<file path="config.mk">
export PLATFORM = sky130hd
export DESIGN_NAME = lcp_cell
export DESIGN_NICKNAME = d
export VERILOG_FILES = /design/src/rtl/lcp_pkg.sv /design/src/rtl/lcp_cell.sv /design/src/rtl/lcp_func.sv
export VERILOG_INCLUDE_DIRS = /design/src /design/src/rtl
export SDC_FILE = /design/constraint.sdc
export NUM_CORES = 1
export LEC_CHECK = 0
export BUFFER_PORTS_ARGS = -buffer_cell sky130_fd_sc_hd__buf_2
export CAP_MARGIN = 20
export CORE_UTILIZATION = 42
export CTS_CLUSTER_SIZE = 40
export DETAILED_ROUTE_END_ITERATION = 10
export HOLD_SLACK_MARGIN = 0.03
export PLACE_DENSITY = 0.83
export SYNTH_ARGS = -nofsm -noshare
export SYNTH_HDL_FRONTEND = slang
export SYNTH_SLANG_ARGS = --single-unit
</file>
<file path="constraint.sdc">
create_clock -name mclk_in -period 2.2 [get_ports mclk_in]
set_input_delay 0.11 -clock mclk_in [delete_from_list [all_inputs] [get_ports mclk_in]]
set_output_delay 0.11 -clock mclk_in [all_outputs]
set_load 0.01 [all_outputs]
</file>
<file path="src/rtl/lcp_params.svh">
`ifndef LCP_PARAMS_SVH
`define LCP_PARAMS_SVH

// ****************************************
// register offsets (byte addresses)
// ****************************************
`define LCP_OFF_CTL 8'h00
`define LCP_OFF_POL 8'h04
`define LCP_OFF_STAT 8'h08
`define LCP_OFF_MASK 8'h0C

// ****************************************
// field positions
// ****************************************
`define LCP_CTL_EN 7
`define LCP_CTL_OE 6
`define LCP_CTL_OUT 5
`define LCP_CTL_INTP 4
`define LCP_CTL_INTN 3
`define LCP_CTL_MODE_HI 2
`define LCP_CTL_MODE_LO 0
`define LCP_POL_INV 7
`define LCP_POL_GATE_HI 3
`define LCP_POL_GATE_LO 0
`define LCP_STAT_FLAG 0

// ****************************************
// reset values and bus constants
// ****************************************
`define LCP_CTL_RST 8'h00
`define LCP_BYTE_ZERO 8'h00
`define LCP_PAD_ZERO 24'h00_0000
`define LCP_WORD_ZERO 32'h0000_0000
`define LCP_HSIZE_WORD 3'h2
`define LCP_HRESP_OKAY 1'b0

`endif

</file>
<file path="src/rtl/lcp_pkg.sv">
package lcp_pkg;

  // logic function codes of the cell
  typedef enum logic [2:0] {
    LCP_MODE_AND_OR = 3'h0,
    LCP_MODE_OR_XOR = 3'h1,
    LCP_MODE_AND4 = 3'h2,
    LCP_MODE_SR_LATCH = 3'h3,
    LCP_MODE_DFF_SR = 3'h4,
    LCP_MODE_DFF2_R = 3'h5,
    LCP_MODE_JK_R = 3'h6,
    LCP_MODE_LATCH_SR = 3'h7
  } lcp_mode_t;

  // writable part of the control register
  typedef struct packed {
    logic en;
    logic oe;
    logic intp;
    logic intn;
    lcp_mode_t mode;
  } lcp_ctl_t;

  // polarity register, implemented bits only
  typedef struct packed {
    logic out_inv;
    logic [3:0] gate_inv;
  } lcp_pol_t;

  // whole state of the top module
  typedef struct packed {
    lcp_ctl_t ctl;
    lcp_pol_t pol;
    logic cell_out;
    logic out_prev;
    logic irq_flag;
    logic irq_mask;
    logic irq;
    logic pin_oe_n;
    logic wr_pend;
    logic [7:0] wr_addr;
    logic [31:0] hrdata;
  } lcp_state_t;

  // state of the logic function stage
  typedef struct packed {
    logic g1_prev;
    logic q;
  } lcp_fn_state_t;

endpackage

</file>
<file path="src/rtl/lcp_cell.sv">
// The implementer's own choices: the register addresses and the AHB-Lite interface to the registers.
`timescale 1ns/1ps
`include "lcp_params.svh"

module lcp_cell import lcp_pkg::*; (
  input wire logic mclk_in,
  input wire logic nrst_in,
  input wire logic hsel_in,
  input wire logic [31:0] haddr_in,
  input wire logic [1:0] htrans_in,
  input wire logic hwrite_in,
  input wire logic [2:0] hsize_in,
  input wire logic [31:0] hwdata_in,
  input wire logic hready_in,
  input wire logic [3:0] gate_in,
  output logic [31:0] hrdata_out,
  output logic hreadyout_out,
  output logic hresp_out,
  output logic cell_result_out,
  output logic pin_data_out,
  output logic pin_oe_n_out,
  output logic irq_out
);

  lcp_state_t q, d;
  logic [3:0] fn_gates;
  logic fn_result;
  logic addr_ok;
  logic rise_ev;
  logic fall_ev;
  logic edge_ev;

  // ****************************************
  // helpers
  // ****************************************

  // control byte as software sees it
  function automatic logic [7:0] ctl_byte(input lcp_ctl_t c, input logic out_bit);
    logic [7:0] b;
    b = `LCP_BYTE_ZERO;
    b[`LCP_CTL_EN] = c.en;
    b[`LCP_CTL_OE] = c.oe;
    b[`LCP_CTL_OUT] = out_bit;
    b[`LCP_CTL_INTP] = c.intp;
    b[`LCP_CTL_INTN] = c.intn;
    b[`LCP_CTL_MODE_HI:`LCP_CTL_MODE_LO] = c.mode;
    return b;
  endfunction

  // polarity byte, unimplemented bits stay zero
  function automatic logic [7:0] pol_byte(input lcp_pol_t p);
    logic [7:0] b;
    b = `LCP_BYTE_ZERO;
    b[`LCP_POL_INV] = p.out_inv;
    b[`LCP_POL_GATE_HI:`LCP_POL_GATE_LO] = p.gate_inv;
    return b;
  endfunction

  // ****************************************
  // function stage
  // ****************************************

  // gate inversion before the function
  assign fn_gates = gate_in ^ q.pol.gate_inv;

  lcp_func u_func (
    .mclk_in(mclk_in),
    .nrst_in(nrst_in),
    .clear_in(!q.ctl.en),
    .mode_in(q.ctl.mode),
    .gate_in(fn_gates),
    .result_out(fn_result)
  );

  // ****************************************
  // next state
  // ****************************************

  // edges seen against last cycle's output; invert flips count as edges too
  assign rise_ev = q.cell_out & ~q.out_prev;
  assign fall_ev = ~q.cell_out & q.out_prev;
  assign edge_ev = (rise_ev & q.ctl.intp) | (fall_ev & q.ctl.intn);
  assign addr_ok = hsel_in & hready_in & htrans_in[1];

  always_comb begin
    d = q;
    // output stage: invert, then force zero when disabled
    d.cell_out = q.ctl.en & (fn_result ^ q.pol.out_inv);
    d.out_prev = q.cell_out;
    // data phase of a write; the output bit of control is not writable
    if (q.wr_pend) begin
      case (q.wr_addr)
        `LCP_OFF_CTL: begin
          d.ctl.en = hwdata_in[`LCP_CTL_EN];
          d.ctl.oe = hwdata_in[`LCP_CTL_OE];
          d.ctl.intp = hwdata_in[`LCP_CTL_INTP];
          d.ctl.intn = hwdata_in[`LCP_CTL_INTN];
          d.ctl.mode = lcp_mode_t'(hwdata_in[`LCP_CTL_MODE_HI:`LCP_CTL_MODE_LO]);
        end
        `LCP_OFF_POL: begin
          d.pol.out_inv = hwdata_in[`LCP_POL_INV];
          d.pol.gate_inv = hwdata_in[`LCP_POL_GATE_HI:`LCP_POL_GATE_LO];
        end
        `LCP_OFF_STAT: d.irq_flag = q.irq_flag & ~hwdata_in[`LCP_STAT_FLAG];
        `LCP_OFF_MASK: d.irq_mask = hwdata_in[`LCP_STAT_FLAG];
        default: d.irq_mask = q.irq_mask;
      endcase
    end
    // set after clear so a coinciding edge is not lost
    if (edge_ev) begin
      d.irq_flag = 1'b1;
    end
    d.irq = d.irq_flag & d.irq_mask;
    d.pin_oe_n = ~q.ctl.oe;
    // address phase: only whole-word writes are accepted
    d.wr_pend = addr_ok & hwrite_in & (hsize_in == `LCP_HSIZE_WORD);
    d.wr_addr = haddr_in[7:0];
    // read data registered for the data phase; unmapped reads give zero
    d.hrdata = `LCP_WORD_ZERO;
    if (addr_ok && !hwrite_in) begin
      case (haddr_in[7:0])
        `LCP_OFF_CTL: d.hrdata = {`LCP_PAD_ZERO, ctl_byte(q.ctl, q.cell_out)};
        `LCP_OFF_POL: d.hrdata = {`LCP_PAD_ZERO, pol_byte(q.pol)};
        `LCP_OFF_STAT: d.hrdata[`LCP_STAT_FLAG] = q.irq_flag;
        `LCP_OFF_MASK: d.hrdata[`LCP_STAT_FLAG] = q.irq_mask;
        default: d.hrdata = `LCP_WORD_ZERO;
      endcase
    end
    // reset clears all but the polarity settings, which survive it, and the active-low pin enable, which is set
    if (!nrst_in) begin
      d = '0;
      d.ctl = lcp_ctl_t'(`LCP_CTL_RST);
      d.pol = q.pol;
      d.pin_oe_n = 1'b1;
    end
  end

  // state register, reset is synchronous and folded into d
  always_ff @(posedge mclk_in) begin
    q <= d;
  end

  // ****************************************
  // outputs
  // ****************************************

  // zero wait states, always okay
  assign hrdata_out = q.hrdata;
  assign hreadyout_out = 1'b1;
  assign hresp_out = `LCP_HRESP_OKAY;
  assign cell_result_out = q.cell_out;
  assign pin_data_out = q.cell_out;
  assign pin_oe_n_out = q.pin_oe_n;
  assign irq_out = q.irq;

  // polarity has no reset value, so its hold across reset is checked only once software has set it
  logic pol_seen_q;
  always_ff @(posedge mclk_in) begin
    pol_seen_q <= pol_seen_q | (q.wr_pend && q.wr_addr == `LCP_OFF_POL && nrst_in);
  end
endmodule // lcp_cell

</file>
<file path="src/rtl/lcp_func.sv">
`timescale 1ns/1ps
`include "lcp_params.svh"

module lcp_func import lcp_pkg::*; (
  input wire logic mclk_in,
  input wire logic nrst_in,
  input wire logic clear_in,
  input wire lcp_mode_t mode_in,
  input wire logic [3:0] gate_in,
  output logic result_out
);

  lcp_fn_state_t q, d;
  logic g1, g2, g3, g4, clk_rise;

  // ****************************************
  // function stage
  // ****************************************

  // stored modes show the updated value in the same cycle, so latches stay transparent
  always_comb begin
    d = q;
    g1 = gate_in[0];
    g2 = gate_in[1];
    g3 = gate_in[2];
    g4 = gate_in[3];
    clk_rise = g1 & ~q.g1_prev;
    d.g1_prev = g1;
    result_out = 1'b0;
    case (mode_in)
      LCP_MODE_AND_OR: result_out = (g1 & g2) | (g3 & g4);
      LCP_MODE_OR_XOR: result_out = (g1 | g2) ^ (g3 | g4);
      LCP_MODE_AND4: result_out = g1 & g2 & g3 & g4;
      LCP_MODE_SR_LATCH: begin
        // set dominates when both are high
        if (g1 | g2) begin
          d.q = 1'b1;
        end else if (g3 | g4) begin
          d.q = 1'b0;
        end
      end
      LCP_MODE_DFF_SR: begin
        if (g3) begin
          d.q = 1'b0;
        end else if (g4) begin
          d.q = 1'b1;
        end else if (clk_rise) begin
          d.q = g2;
        end
      end
      LCP_MODE_DFF2_R: begin
        if (g3) begin
          d.q = 1'b0;
        end else if (clk_rise) begin
          d.q = g2 & g4;
        end
      end
      LCP_MODE_JK_R: begin
        if (g3) begin
          d.q = 1'b0;
        end else if (clk_rise) begin
          case ({g2, g4})
            2'b10: d.q = 1'b1;
            2'b01: d.q = 1'b0;
            2'b11: d.q = ~q.q;
            default: d.q = q.q;
          endcase
        end
      end
      LCP_MODE_LATCH_SR: begin
        if (g3) begin
          d.q = 1'b0;
        end else if (g4) begin
          d.q = 1'b1;
        end else if (g1) begin
          d.q = g2;
        end
      end
      default: result_out = 1'b0;
    endcase
    // a disabled cell forgets its stored bit
    if (clear_in || !nrst_in) begin
      d.q = 1'b0;
    end
    if (mode_in inside {LCP_MODE_SR_LATCH, LCP_MODE_DFF_SR, LCP_MODE_DFF2_R, LCP_MODE_JK_R,
                        LCP_MODE_LATCH_SR}) begin
      result_out = d.q;
    end
  end

  // state register
  always_ff @(posedge mclk_in) begin
    q <= d;
  end
endmodule // lcp_func

</file>
==> results.py, run 1 <==
metrics = {
    "outcome": {
        "status": "complete, no violations",
    },
    "layout": {
        "antenna_cells_inserted": 0,
        "final_area_sq_um": 2080,
        "layout-drive-gt1-share_pct": 26.5,
        "nets": 296,
        "area_growth_pct": 14.5,
        "fin_util_pct": 50.9,
    },
    "sta": {
        "period_needed_ns": 1.95,
        "finalCritPeriodShare_pct": 88.8,
        "slew_headroom_pct": 65.6,
        "clock_skew_ns": 0.00631,
        "layout_setup_ws_ns": 0.246,
        "setup_viol": 0,
        "slew_viol_final": 0,
        "final_hold_viol_count": 0,
        "worst_pin_slew_ns": 0.513,
        "clock.fmax_ghz": 0.512,
        "rsz0062_at_grt": "no",
        "fin_setup_tns_ns": 0,
    },
    "yosys": {
        "ys_ff_latch": 37,
        "synth_edf_count": 5,
        "syn_area_per_cell_sq_um": 10.3,
        "synth_cell_types": 41,
        "synth_most_common_cell": "buf_4",
        "yosys-top-cells-area": "dfxtp_1 35%, buf_4 14%, edfxtp_1 8.3%, mux2i_1 6.6%, and2_1 4.1%",
        "yosysTopAreaCell": "dfxtp_1",
        "synth_area_sq_um": 1820,
        "yosys-top-cells-count": "35 x buf_4, 32 x dfxtp_1, 12 x and2_1, 12 x mux2i_1, 11 x nor2b_1",
        "yosys_warnings": 0,
        "ys_async_sr_fraction_pct": 0,
        "ys_seq_area_share_pct": 43.6,
        "synth_top_cell_area_share_pct": 35.3,
        "ys_dominant_reg_cell": "dfxtp_1",
        "synthesis.instances": 177,
    },
    "grt": {
        "grt_pass1_wl_mm": 4.90,
        "grt_max_degree": 24,
        "antenna_found_initial": 0,
        "grt_util_met2_pct": 25.5,
        "gr-max-usage-layer": "met2",
        "grt_usage_pct": 15.2,
        "grt-ovfl-total": 0,
        "use_met1_pct": 16.8,
        "first_global_vias": 1139,
        "use_met3_pct": 4.90,
    },
    "floorplanning": {
        "die_h_um": 67.7,
        "num_io_pins": 116,
        "coreArea_sq_um": 4090,
        "row_count": 23,
        "die_w_um": 67.7,
        "initial_utilization_pct": 44.4,
        "dieArea_sq_um": 4590,
    },
    "pwr": {
        "seqPwrFrac_pct": 54.5,
        "ir_drop_uv": 379,
        "p_leak_nw": 0.866,
        "power.density_nw_per_um2": 616,
        "p_sw_mw": 0.314,
        "p_sw_share_pct": 24.5,
        "p_clk_share_pct": 36.7,
        "combPwrFrac_pct": 8.8,
        "p_int_mw": 0.967,
    },
    "detailed_routing": {
        "drt-vias-per-instance": 4.79,
        "post-route-drc-count": 0,
        "postRouteAntennaNets": 0,
        "post_drt_wl_per_cell_um": 11.8,
        "first_pass_iters": 4,
        "drt_iter0_drc": 80,
        "vias": 1289,
        "wl_mm": 3.19,
    },
    "place": {
        "gp_congestion": 0.841,
        "dpl_worst_slack_ns": 0.172,
        "dp_hpwl_mm": 2.23,
        "numPortBuffers": 39,
        "dpl_cell_area_sq_um": 1890,
    },
    "clock_network": {
        "htreeDepth": 2,
        "cts_num_sinks": 37,
        "cts_tree": "built",
        "post-cts-setup-buffer-count": 0,
        "cts_inserted_buffers": 5,
        "cts-root-buf": "clkbuf_8",
        "clkLatencyLatePin_ns": 0.29,
        "cts.path.max_buffers": 2,
        "clkTransAtPathRegs_ns": 0.07,
    },
    "worst_setup_path": {
        "worst_setup_path_start_kind": "register",
        "critPathArrivalTime_ns": 2.14,
        "path_max_fanout": 9,
        "path_class": "register to register",
        "end_kind": "register",
        "crit_required_ns": 2.39,
    },
    "worst_hold_path": {
        "min_path_type": "input pin to register",
    },
    "flow_run": {
        "cap_violations": 0,
    },
}
## registers in the layout, indices dropped and copies added (netlist names)
register         cells
pin_oe_n_out         1
u_func.q             2
irq_out              1
cell_result_out      1
q                   24
hrdata_out           8
## worst max-delay path: stages, from the launching register on
cell and delay, ns:
edfxtp_1 0.49, xnor2_4 0.37, inv_2 0.08, mux2i_1 0.12, o211ai_1 0.21, a41oi_2 0.18
nor3_1 0.19, and4b_1 0.21
## logic make-up (layout without fill, tap and decap cells)
family | Yosys count | after routing | synth area share [%]
multiplexers | 13 | 13 | 7.86
buffers and inverters | 43 | 61 | 16.2
other | 2 | 26 | 0.414
AO/OA/AOI/OAI | 20 | 20 | 9.99
flip-flops | 37 | 37 | 43.6
AND/OR/NAND/NOR | 57 | 57 | 18.3
XOR/XNOR | 5 | 5 | 3.65
## routing by layer
| metal | share of wire (%) | routed length, um |
|---|---|---|
| met1 | 42 | 1350 |
| met2 | 49 | 1560 |
| met3 | 7.1 | 225 |
| met4 | 1.7 | 55 |
| met5 | 0 | 0 |
## power groups by stage
stage | combinational [mW] | clock (mW) | sequential (mW)
3_3_place_gp | 0.0958 | 0 | 0.714
4_1_cts | 0.110 | 0.479 | 0.698
6_report | 0.113 | 0.469 | 0.698
5_1_grt | 0.126 | 0.512 | 0.699
3_5_place_dp | 0.0974 | 0 | 0.714
2_1_floorplan | 0.0965 | 0 | 0.713
## repair_timing
item	in CTS	in global routing
endpoints found under the setup margin	0	1
gates resized for setup	0	1
hold buffers	9	0
endpoints found under the hold margin	9	0
## final cells by class
cell class                      instances  area [sq um]
Clock buffer                            6          72.6
Inverter                                4          15.0
Tap cell                               50          62.6
Multi-Input combinational cell        121           832
Fill cell                             375          2010
Clock inverter                          2          13.8
Timing Repair Buffer                   49           293
Sequential cell                        37           791
## final timing paths
kind | from | to | slack, ns | cells after the start
setup / recovery | q[47] | cell_result_out | 0.25 | 7
hold / removal | haddr_in[7] | q[39] | 0.05 | 2
setup reg to reg | q[47] | cell_result_out | 0.25 | 7
hold reg to reg | q[57] | pin_oe_n_out | 0.40 | 1
## cells in the final DEF (no fill, tap or decap), types with 2 or more instances in the layout
| master | instances |
|---|---|
| o211ai_1 | 2 |
| a21oi_1 | 3 |
| xnor2_2 | 2 |
| and2_1 | 12 |
| edfxtp_1 | 5 |
| buf_2 | 39 |
| dlygate4sd3_1 | 9 |
| o21ai_0 | 3 |
| inv_1 | 3 |
| conb_1 | 26 |
| nor2_1 | 9 |
| clkbuf_8 | 5 |
| nor2b_1 | 11 |
| nor3_1 | 4 |
| nand2_1 | 8 |
| mux2i_1 | 12 |
| dfxtp_1 | 32 |
| nand3b_1 | 2 |
| a31oi_1 | 3 |
| nand4_1 | 3 |
## metrics by stage
step	power, mW	instances	hold slack [ns]
2_1_floorplan	0.809	201	0.209
5_1_grt	1.34	269	0.0487
3_5_place_dp	0.812	252	0.313
4_1_cts	1.29	269	0.0445
6_report	1.28	269	0.0477
3_3_place_gp	0.809	252	0.311
No activity file was read; power rests on OpenSTA's default activity.
==> run 2, diff against run 1 <==
--- a/config.mk
+++ b/config.mk
@@ -6,13 +6,14 @@
 export SDC_FILE = /design/constraint.sdc
 export NUM_CORES = 1
 export LEC_CHECK = 0
+export ABC_AREA = 1
 export BUFFER_PORTS_ARGS = -buffer_cell sky130_fd_sc_hd__buf_2
-export CAP_MARGIN = 20
-export CORE_UTILIZATION = 42
+export CAP_MARGIN = 15
+export CORE_UTILIZATION = 43
 export CTS_CLUSTER_SIZE = 40
 export DETAILED_ROUTE_END_ITERATION = 10
 export HOLD_SLACK_MARGIN = 0.03
-export PLACE_DENSITY = 0.83
+export PLACE_DENSITY = 0.84
 export SYNTH_ARGS = -nofsm -noshare
 export SYNTH_HDL_FRONTEND = slang
 export SYNTH_SLANG_ARGS = --single-unit
==> run 2 against run 1 <==
  * Global-route usage grew 1.7 points
  * Clock power grew 19%
  * Final cell count grew 30%
  * Design area grew 7.2%
  * Sequential cell count is the same
  * Combinational power grew 9.7%
  * Via count grew 19%
  * Hold slack is essentially flat
  * Sequential power is essentially flat
  * Clock skew grew 0.0026 ns
  * Register-to-register slack gained 0.41 ns
  * Wire length grew 12%
  * Critical path type is now input pin to register
==> results.py, run 2 <==
metrics = {
    "outcome": {
        "status": "complete, no violations",
    },
    "clock_network": {
        "cts_tree": "built",
        "ctsHoldBuffers": 12,
        "clkLatencyLatePin_ns": 0.29,
        "cts-root-buf": "clkbuf_8",
        "htreeDepth": 2,
        "clkTransAtPathRegs_ns": 0.07,
        "cts.path.max_buffers": 2,
        "cts_inserted_buffers": 5,
        "post-cts-setup-buffer-count": 0,
        "cts_num_sinks": 37,
        "cts_resized": 0,
    },
    "floorplanning": {
        "die_w_um": 68.8,
        "num_io_pins": 116,
        "initial_utilization_pct": 46.3,
        "die_h_um": 68.8,
        "dieArea_sq_um": 4730,
        "coreArea_sq_um": 4140,
        "row_count": 23,
    },
    "pwr": {
        "p_sw_share_pct": 22.0,
        "p_int_mw": 1.08,
        "p_leak_nw": 1.12,
        "combPwrFrac_pct": 9.0,
        "p_sw_mw": 0.304,
        "seqPwrFrac_pct": 50.4,
        "ir_drop_uv": 380,
        "finalPower_mw": 1.38,
        "p_clk_share_pct": 40.5,
        "power.density_nw_per_um2": 620,
    },
    "sta": {
        "rsz0062_at_grt": "no",
        "whs_ns": 0.0480,
        "slew_headroom_pct": 57.4,
        "clock.fmax_ghz": 0.593,
        "period_needed_ns": 1.69,
        "slew_viol_final": 0,
        "fin_setup_tns_ns": 0,
        "layout_setup_ws_ns": 0.514,
        "final_hold_viol_count": 0,
        "setup_viol": 0,
        "finalCritPeriodShare_pct": 76.6,
        "worst_pin_slew_ns": 0.634,
        "clock_skew_ns": 0.00886,
    },
    "yosys": {
        "synth_area_sq_um": 1920,
        "yosys-top-cells-area": "dfxtp_1 33%, buf_4 14%, nand2_1 9.8%, edfxtp_1 7.8%, inv_1 7.6%",
        "synth_top_cell_area_share_pct": 33.4,
        "synth_most_common_cell": "nand2_1",
        "synth_cell_types": 30,
        "ys_dominant_reg_cell": "dfxtp_1",
        "syn_area_per_cell_sq_um": 7.55,
        "synth_edf_count": 5,
        "synthesis.instances": 254,
        "ys_seq_area_share_pct": 41.3,
        "ys_async_sr_fraction_pct": 0,
        "yosys-top-cells-count": "50 x nand2_1, 39 x inv_1, 36 x buf_4, 32 x dfxtp_1, 17 x a21oi_1",
        "ys_ff_latch": 37,
        "yosysTopAreaCell": "dfxtp_1",
        "yosys_warnings": 0,
    },
    "worst_setup_path": {
        "critPathArrivalTime_ns": 1.92,
        "cp_common_cell": "inv_1",
        "slowest_delay_ns": 0.54,
        "path_delay_family": "buffers and inverters",
        "worst_setup_path_start_kind": "input pin",
        "crit_required_ns": 2.43,
        "path_max_fanout": 5,
        "crit_buf_inv": 5,
        "r2r_start": "q[37]",
        "crit_slowest_cell": "dlygate4sd3_1",
        "worstSetupStartpoint": "haddr_in[1]",
        "end_kind": "register",
        "worstPathCellList": "dlygate4sd3_1 > buf_2 > nor2_1 > and3_1 > inv_1 > nor3_2 > inv_2 > o221ai_1 > nand3_1 > inv_1",
        "path_class": "input pin to register",
    },
    "place": {
        "dp_hpwl_mm": 2.67,
        "dp_cells": 331,
        "gp_congestion": 0.790,
        "dpl_worst_slack_ns": 0.668,
        "numPortBuffers": 39,
    },
    "grt": {
        "grt_util_met2_pct": 28.1,
        "grt_max_degree": 20,
        "grt-ovfl-total": 0,
        "first_global_vias": 1399,
        "antenna_found_initial": 0,
        "gr-max-usage-layer": "met2",
        "grt_usage_pct": 16.9,
        "grt_pass1_wl_mm": 5.71,
        "use_met1_pct": 19.7,
        "use_met3_pct": 5.10,
    },
    "detailed_routing": {
        "post_drt_wl_per_cell_um": 10.2,
        "wl_mm": 3.58,
        "first_pass_iters": 4,
        "postRouteAntennaNets": 0,
        "drt_iter0_drc": 58,
        "post-route-drc-count": 0,
        "vias": 1539,
        "drt-vias-per-instance": 4.38,
    },
    "layout": {
        "layout.cells.most_common": "nand2_1",
        "layout-drive-gt1-share_pct": 21.9,
        "final_cell_mix": "50 x nand2_1, 39 x inv_1, 39 x buf_2",
        "top_register": "q",
        "nets": 378,
        "instances_no_fill": 351,
        "largest_reg_flops": 24,
        "antenna_cells_inserted": 0,
        "area_growth_pct": 16.3,
    },
    "worst_hold_path": {
        "min_path_type": "input pin to register",
        "hold_start": "hwdata_in[4]",
    },
    "flow_run": {
        "cap_violations": 0,
    },
}
==> run 2: cell count changes in the layout (fill, tap and decap cells not counted), moves of 11 or more <==
cell and change:
and2_1 -12, inv_1 +36, nor2b_1 -11, a21oi_1 +14, mux2i_1 -12, nand2_1 +42
==> run 2: area by class of cell <==
| cell class | count | area [sq um] |
|---|---|---|
| inverter | 43 | 161 |
| clock inverter | 2 | 33.8 |
| sequential | 37 | 791 |
| tap | 50 | 62.6 |
| clock buffer | 6 | 72.6 |
| fill | 404 | 1920 |
| multi-input combinational | 160 | 777 |
| timing repair buffer | 53 | 330 |
==> run 2: kinds of logic after synthesis <==
kind of cell,synth area share [%]
AO/OA/AOI/OAI,9.60
flip-flops,41.3
XOR/XNOR,0.457
AND/OR/NAND/NOR,25.4
other,0.392
buffers and inverters,22.9
==> run 2: per-layer routing <==
metal  wire [um]  part of all wire, %  vias to the layer above
met2        1730                   48                       41
li1            -                    -                      822
met4          61                  1.7                        0
met1        1620                   45                      672
met3         157                  4.4                        4
met5           0                    0                        -
==> run 2: power groups by stage <==
stage / sequential [mW] / combinational, mW / clock [mW]
3_3_place_gp: 0.711 / 0.104 / 0
4_1_cts: 0.696 / 0.123 / 0.577
6_report: 0.696 / 0.124 / 0.560
2_1_floorplan: 0.711 / 0.102 / 0
5_1_grt: 0.697 / 0.143 / 0.601
3_5_place_dp: 0.712 / 0.106 / 0
==> run 2: worst register-to-register path: stages, from the launching register on <==
cell and delay, ns:
dfxtp_1 0.30, nor2_1 0.10, nand2_1 0.11, inv_1 0.09, nand3_1 0.10, nor3_1 0.35
buf_4 0.21
==> run 2: final timing paths <==
| check | slack (ns) | to | cells after the start |
|---|---|---|---|
| min reg2reg | 0.41 | pin_oe_n_out | 1 |
| max | 0.51 | hrdata_out[0] | 10 |
| max reg2reg | 0.66 | q[50] | 6 |
| min | 0.05 | q[56] | 3 |
==> run 2: stage by stage <==
step	utilization [%]	cell area, sq um
floorplan	-	2010
global placement	48.3	2000
detailed placement	48.3	2000
CTS	53.8	2230
global route	53.8	2230
finish	53.8	2230
==> run 3, diff against run 2 <==
--- a/config.mk
+++ b/config.mk
@@ -9,11 +9,11 @@
 export ABC_AREA = 1
 export BUFFER_PORTS_ARGS = -buffer_cell sky130_fd_sc_hd__buf_2
 export CAP_MARGIN = 15
-export CORE_UTILIZATION = 43
+export CORE_UTILIZATION = 39
 export CTS_CLUSTER_SIZE = 40
 export DETAILED_ROUTE_END_ITERATION = 10
 export HOLD_SLACK_MARGIN = 0.03
-export PLACE_DENSITY = 0.84
+export PLACE_DENSITY = 0.8
 export SYNTH_ARGS = -nofsm -noshare
 export SYNTH_HDL_FRONTEND = slang
 export SYNTH_SLANG_ARGS = --single-unit
==> constraint.sdc (replaced) <==
create_clock -name mclk_in -period 1.4 [get_ports mclk_in]
set_input_delay 0.07 -clock mclk_in [delete_from_list [all_inputs] [get_ports mclk_in]]
set_output_delay 0.07 -clock mclk_in [all_outputs]
set_load 0.01 [all_outputs]
==> run 3 against run 2 <==
  * The flow now finishes with violations (setup timing)
  * Hold slack better by 0.015 ns
  * Worst setup slack got worse by 0.67 ns
  * Die area rose by 10%
  * Global-route usage down 0.78 points
  * Utilization decreased by 0.40 points
  * Final cell count is 11% higher
  * Combinational power up 83%
  * Power grew 59%
  * Critical path depth rose by 4
  * Register-to-register slack got worse by 0.81 ns
  * Sequential cell count did not move
  * Non-clock buffer count increased by 20
  * Critical path type is now register to register
==> results.py, run 3 (synthesis results as in run 2) <==
metrics = {
    "layout": {
        "layout.cells.most_common": "nand2_1",
        "final_cell_mix": "44 x nand2_1, 38 x buf_2, 37 x inv_1",
        "antenna_cells_inserted": 0,
        "nets": 398,
        "final_area_sq_um": 2520,
        "fillers": 432,
        "area_growth_pct": 31.5,
        "regArea_sq_um": 791,
        "largest_reg_flops": 24,
        "layout-drive-gt1-share_pct": 31.5,
        "top_register": "q",
        "multi_input_area_sq_um": 875,
    },
    "outcome": {
        "status": "finished, violations left",
        "violations": "setup timing",
    },
    "pwr": {
        "combPwrFrac_pct": 10.3,
        "power.density_nw_per_um2": 872,
        "p_int_mw": 1.71,
        "p_sw_share_pct": 22.4,
        "p_sw_mw": 0.492,
        "p_leak_nw": 1.25,
        "ir_drop_uv": 710,
        "p_clk_share_pct": 39.8,
        "seqPwrFrac_pct": 49.9,
    },
    "clock_network": {
        "cts_inserted_buffers": 5,
        "cts-root-buf": "clkbuf_8",
        "clkTransAtPathRegs_ns": 0.07,
        "cts_tree": "built",
        "htreeDepth": 2,
        "clkLatencyLatePin_ns": 0.29,
        "cts_num_sinks": 37,
        "cts.path.max_buffers": 2,
    },
    "place": {
        "numPortBuffers": 39,
        "gp_congestion": 0.763,
        "dp_hpwl_mm": 2.74,
        "dpl_worst_slack_ns": -0.117,
        "dpl_cell_area_sq_um": 2110,
    },
    "sta": {
        "slew_viol_final": 0,
        "clock_skew_ns": 0.00758,
        "final_hold_viol_count": 0,
        "layout_setup_ws_ns": -0.151,
        "finalCritPeriodShare_pct": 111,
        "clock.fmax_ghz": 0.645,
        "rsz0062_at_grt": "yes",
        "period_needed_ns": 1.55,
        "setup_viol": 2,
    },
    "worst_setup_path": {
        "rr_worst_depth": 14,
        "worst_setup_path_start_kind": "register",
        "crit_required_ns": 1.59,
        "r2r_start": "q[50]",
        "critPathArrivalTime_ns": 1.74,
        "end_kind": "register",
        "path_max_fanout": 6,
        "worstSetupStartpoint": "q[50]",
        "path_class": "register to register",
    },
    "detailed_routing": {
        "vias": 1683,
        "drt-vias-per-instance": 4.34,
        "first_pass_iters": 5,
        "post_drt_wl_per_cell_um": 10.2,
        "drt_iter0_drc": 87,
        "post-route-drc-count": 0,
        "postRouteAntennaNets": 0,
        "wl_mm": 3.95,
    },
    "grt": {
        "grt-ovfl-total": 0,
        "first_global_vias": 1590,
        "grt_pass1_wl_mm": 6.51,
        "grt_max_degree": 20,
        "grt_usage_pct": 16.1,
        "antenna_found_initial": 0,
    },
    "flow_run": {
        "cap_violations": 0,
    },
    "worst_hold_path": {
        "hold_start": "haddr_in[3]",
        "min_path_type": "input pin to register",
        "whs_path_depth": 3,
    },
    "floorplanning": {
        "die_h_um": 72.1,
        "die_w_um": 72.1,
        "row_count": 25,
        "dieArea_sq_um": 5200,
        "coreArea_sq_um": 4720,
        "num_io_pins": 116,
        "initial_utilization_pct": 40.6,
    },
}
## run 3: cell types whose count changed in the layout (fill, tap and decap cells not counted), moves of 3 or more
cell / change
dlygate4sd3_1: +4
nand2_2: +4
nand2_1: -6
inv_2: +3
buf_4: +14
buf_6: +3
## run 3: worst paths after layout
path                     end  slack, ns
max          cell_result_out      -0.15
min                    q[35]       0.06
max reg2reg  cell_result_out      -0.15
min reg2reg     pin_oe_n_out       0.41
## run 3: repair_timing
action,in CTS,in global routing
pin swaps,1,6
endpoints found under the hold margin,19,0
hold buffers,16,0
resized for setup,3,24
gates cloned,0,0
endpoints found under the setup margin,2,16
buffers inserted,1,5
## run 3: area by class of cell
| type | count | share of cell area [%] |
|---|---|---|
| multi-input combinational | 160 | 34.7 |
| clock inverter | 2 | 1.34 |
| tap | 67 | 3.33 |
| timing repair buffer | 73 | 20.0 |
| inverter | 43 | 6.40 |
| sequential | 37 | 31.4 |
| clock buffer | 6 | 2.88 |
## run 3: worst max-delay path, stage by stage, from the launching register on
cell      delay (ns)
edfxtp_1        0.45
inv_1           0.10
nand2_2         0.07
nand2_4         0.09
nand2_1         0.05
nand2_1         0.06
nand2_1         0.05
nand2_1         0.08
nand2_2         0.07
o21bai_4        0.11
nand2_1         0.07
nand3_2         0.08
nand3_1         0.07
nand2_1         0.06
nor2_1          0.03
## run 3: power groups by stage
| stage | clock network (mW) | registers, mW | logic [mW] |
|---|---|---|---|
| floorplan | 0 | 1.12 | 0.161 |
| global placement | 0 | 1.12 | 0.168 |
| detailed placement | 0 | 1.12 | 0.172 |
| CTS | 0.895 | 1.09 | 0.209 |
| global route | 0.938 | 1.10 | 0.255 |
| finish | 0.876 | 1.10 | 0.227 |
## run 3: through the flow
| step | TNS [ns] | hold slack, ns | power, mW | util (%) | std cells |
|---|---|---|---|---|---|
| after global routing | -0.414 | 0.0919 | 2.29 | 53.4 | 388 |
| after global placement | -0.0807 | 0.238 | 1.29 | 44.7 | 359 |
| after detailed placement | -0.132 | 0.237 | 1.29 | 44.7 | 359 |
| after floorplan | 0 | 0.147 | 1.28 | - | 278 |
| after CTS | -0.116 | 0.0432 | 2.20 | 50.8 | 384 |
| final | -0.190 | 0.0627 | 2.20 | 53.4 | 388 |
## run 3: per-layer routing
| metal | part of all wire (%) | global-route usage (%) | vias to the layer above | wire length [um] |
|---|---|---|---|---|
| met5 | 0 | 0 | - | 0 |
| met4 | 1.2 | 7.41 | 0 | 46 |
| met3 | 7.5 | 3.47 | 8 | 296 |
| met2 | 52 | 29.3 | 69 | 2050 |
| met1 | 39 | 17.8 | 743 | 1560 |
| li1 | - | - | 863 | - |
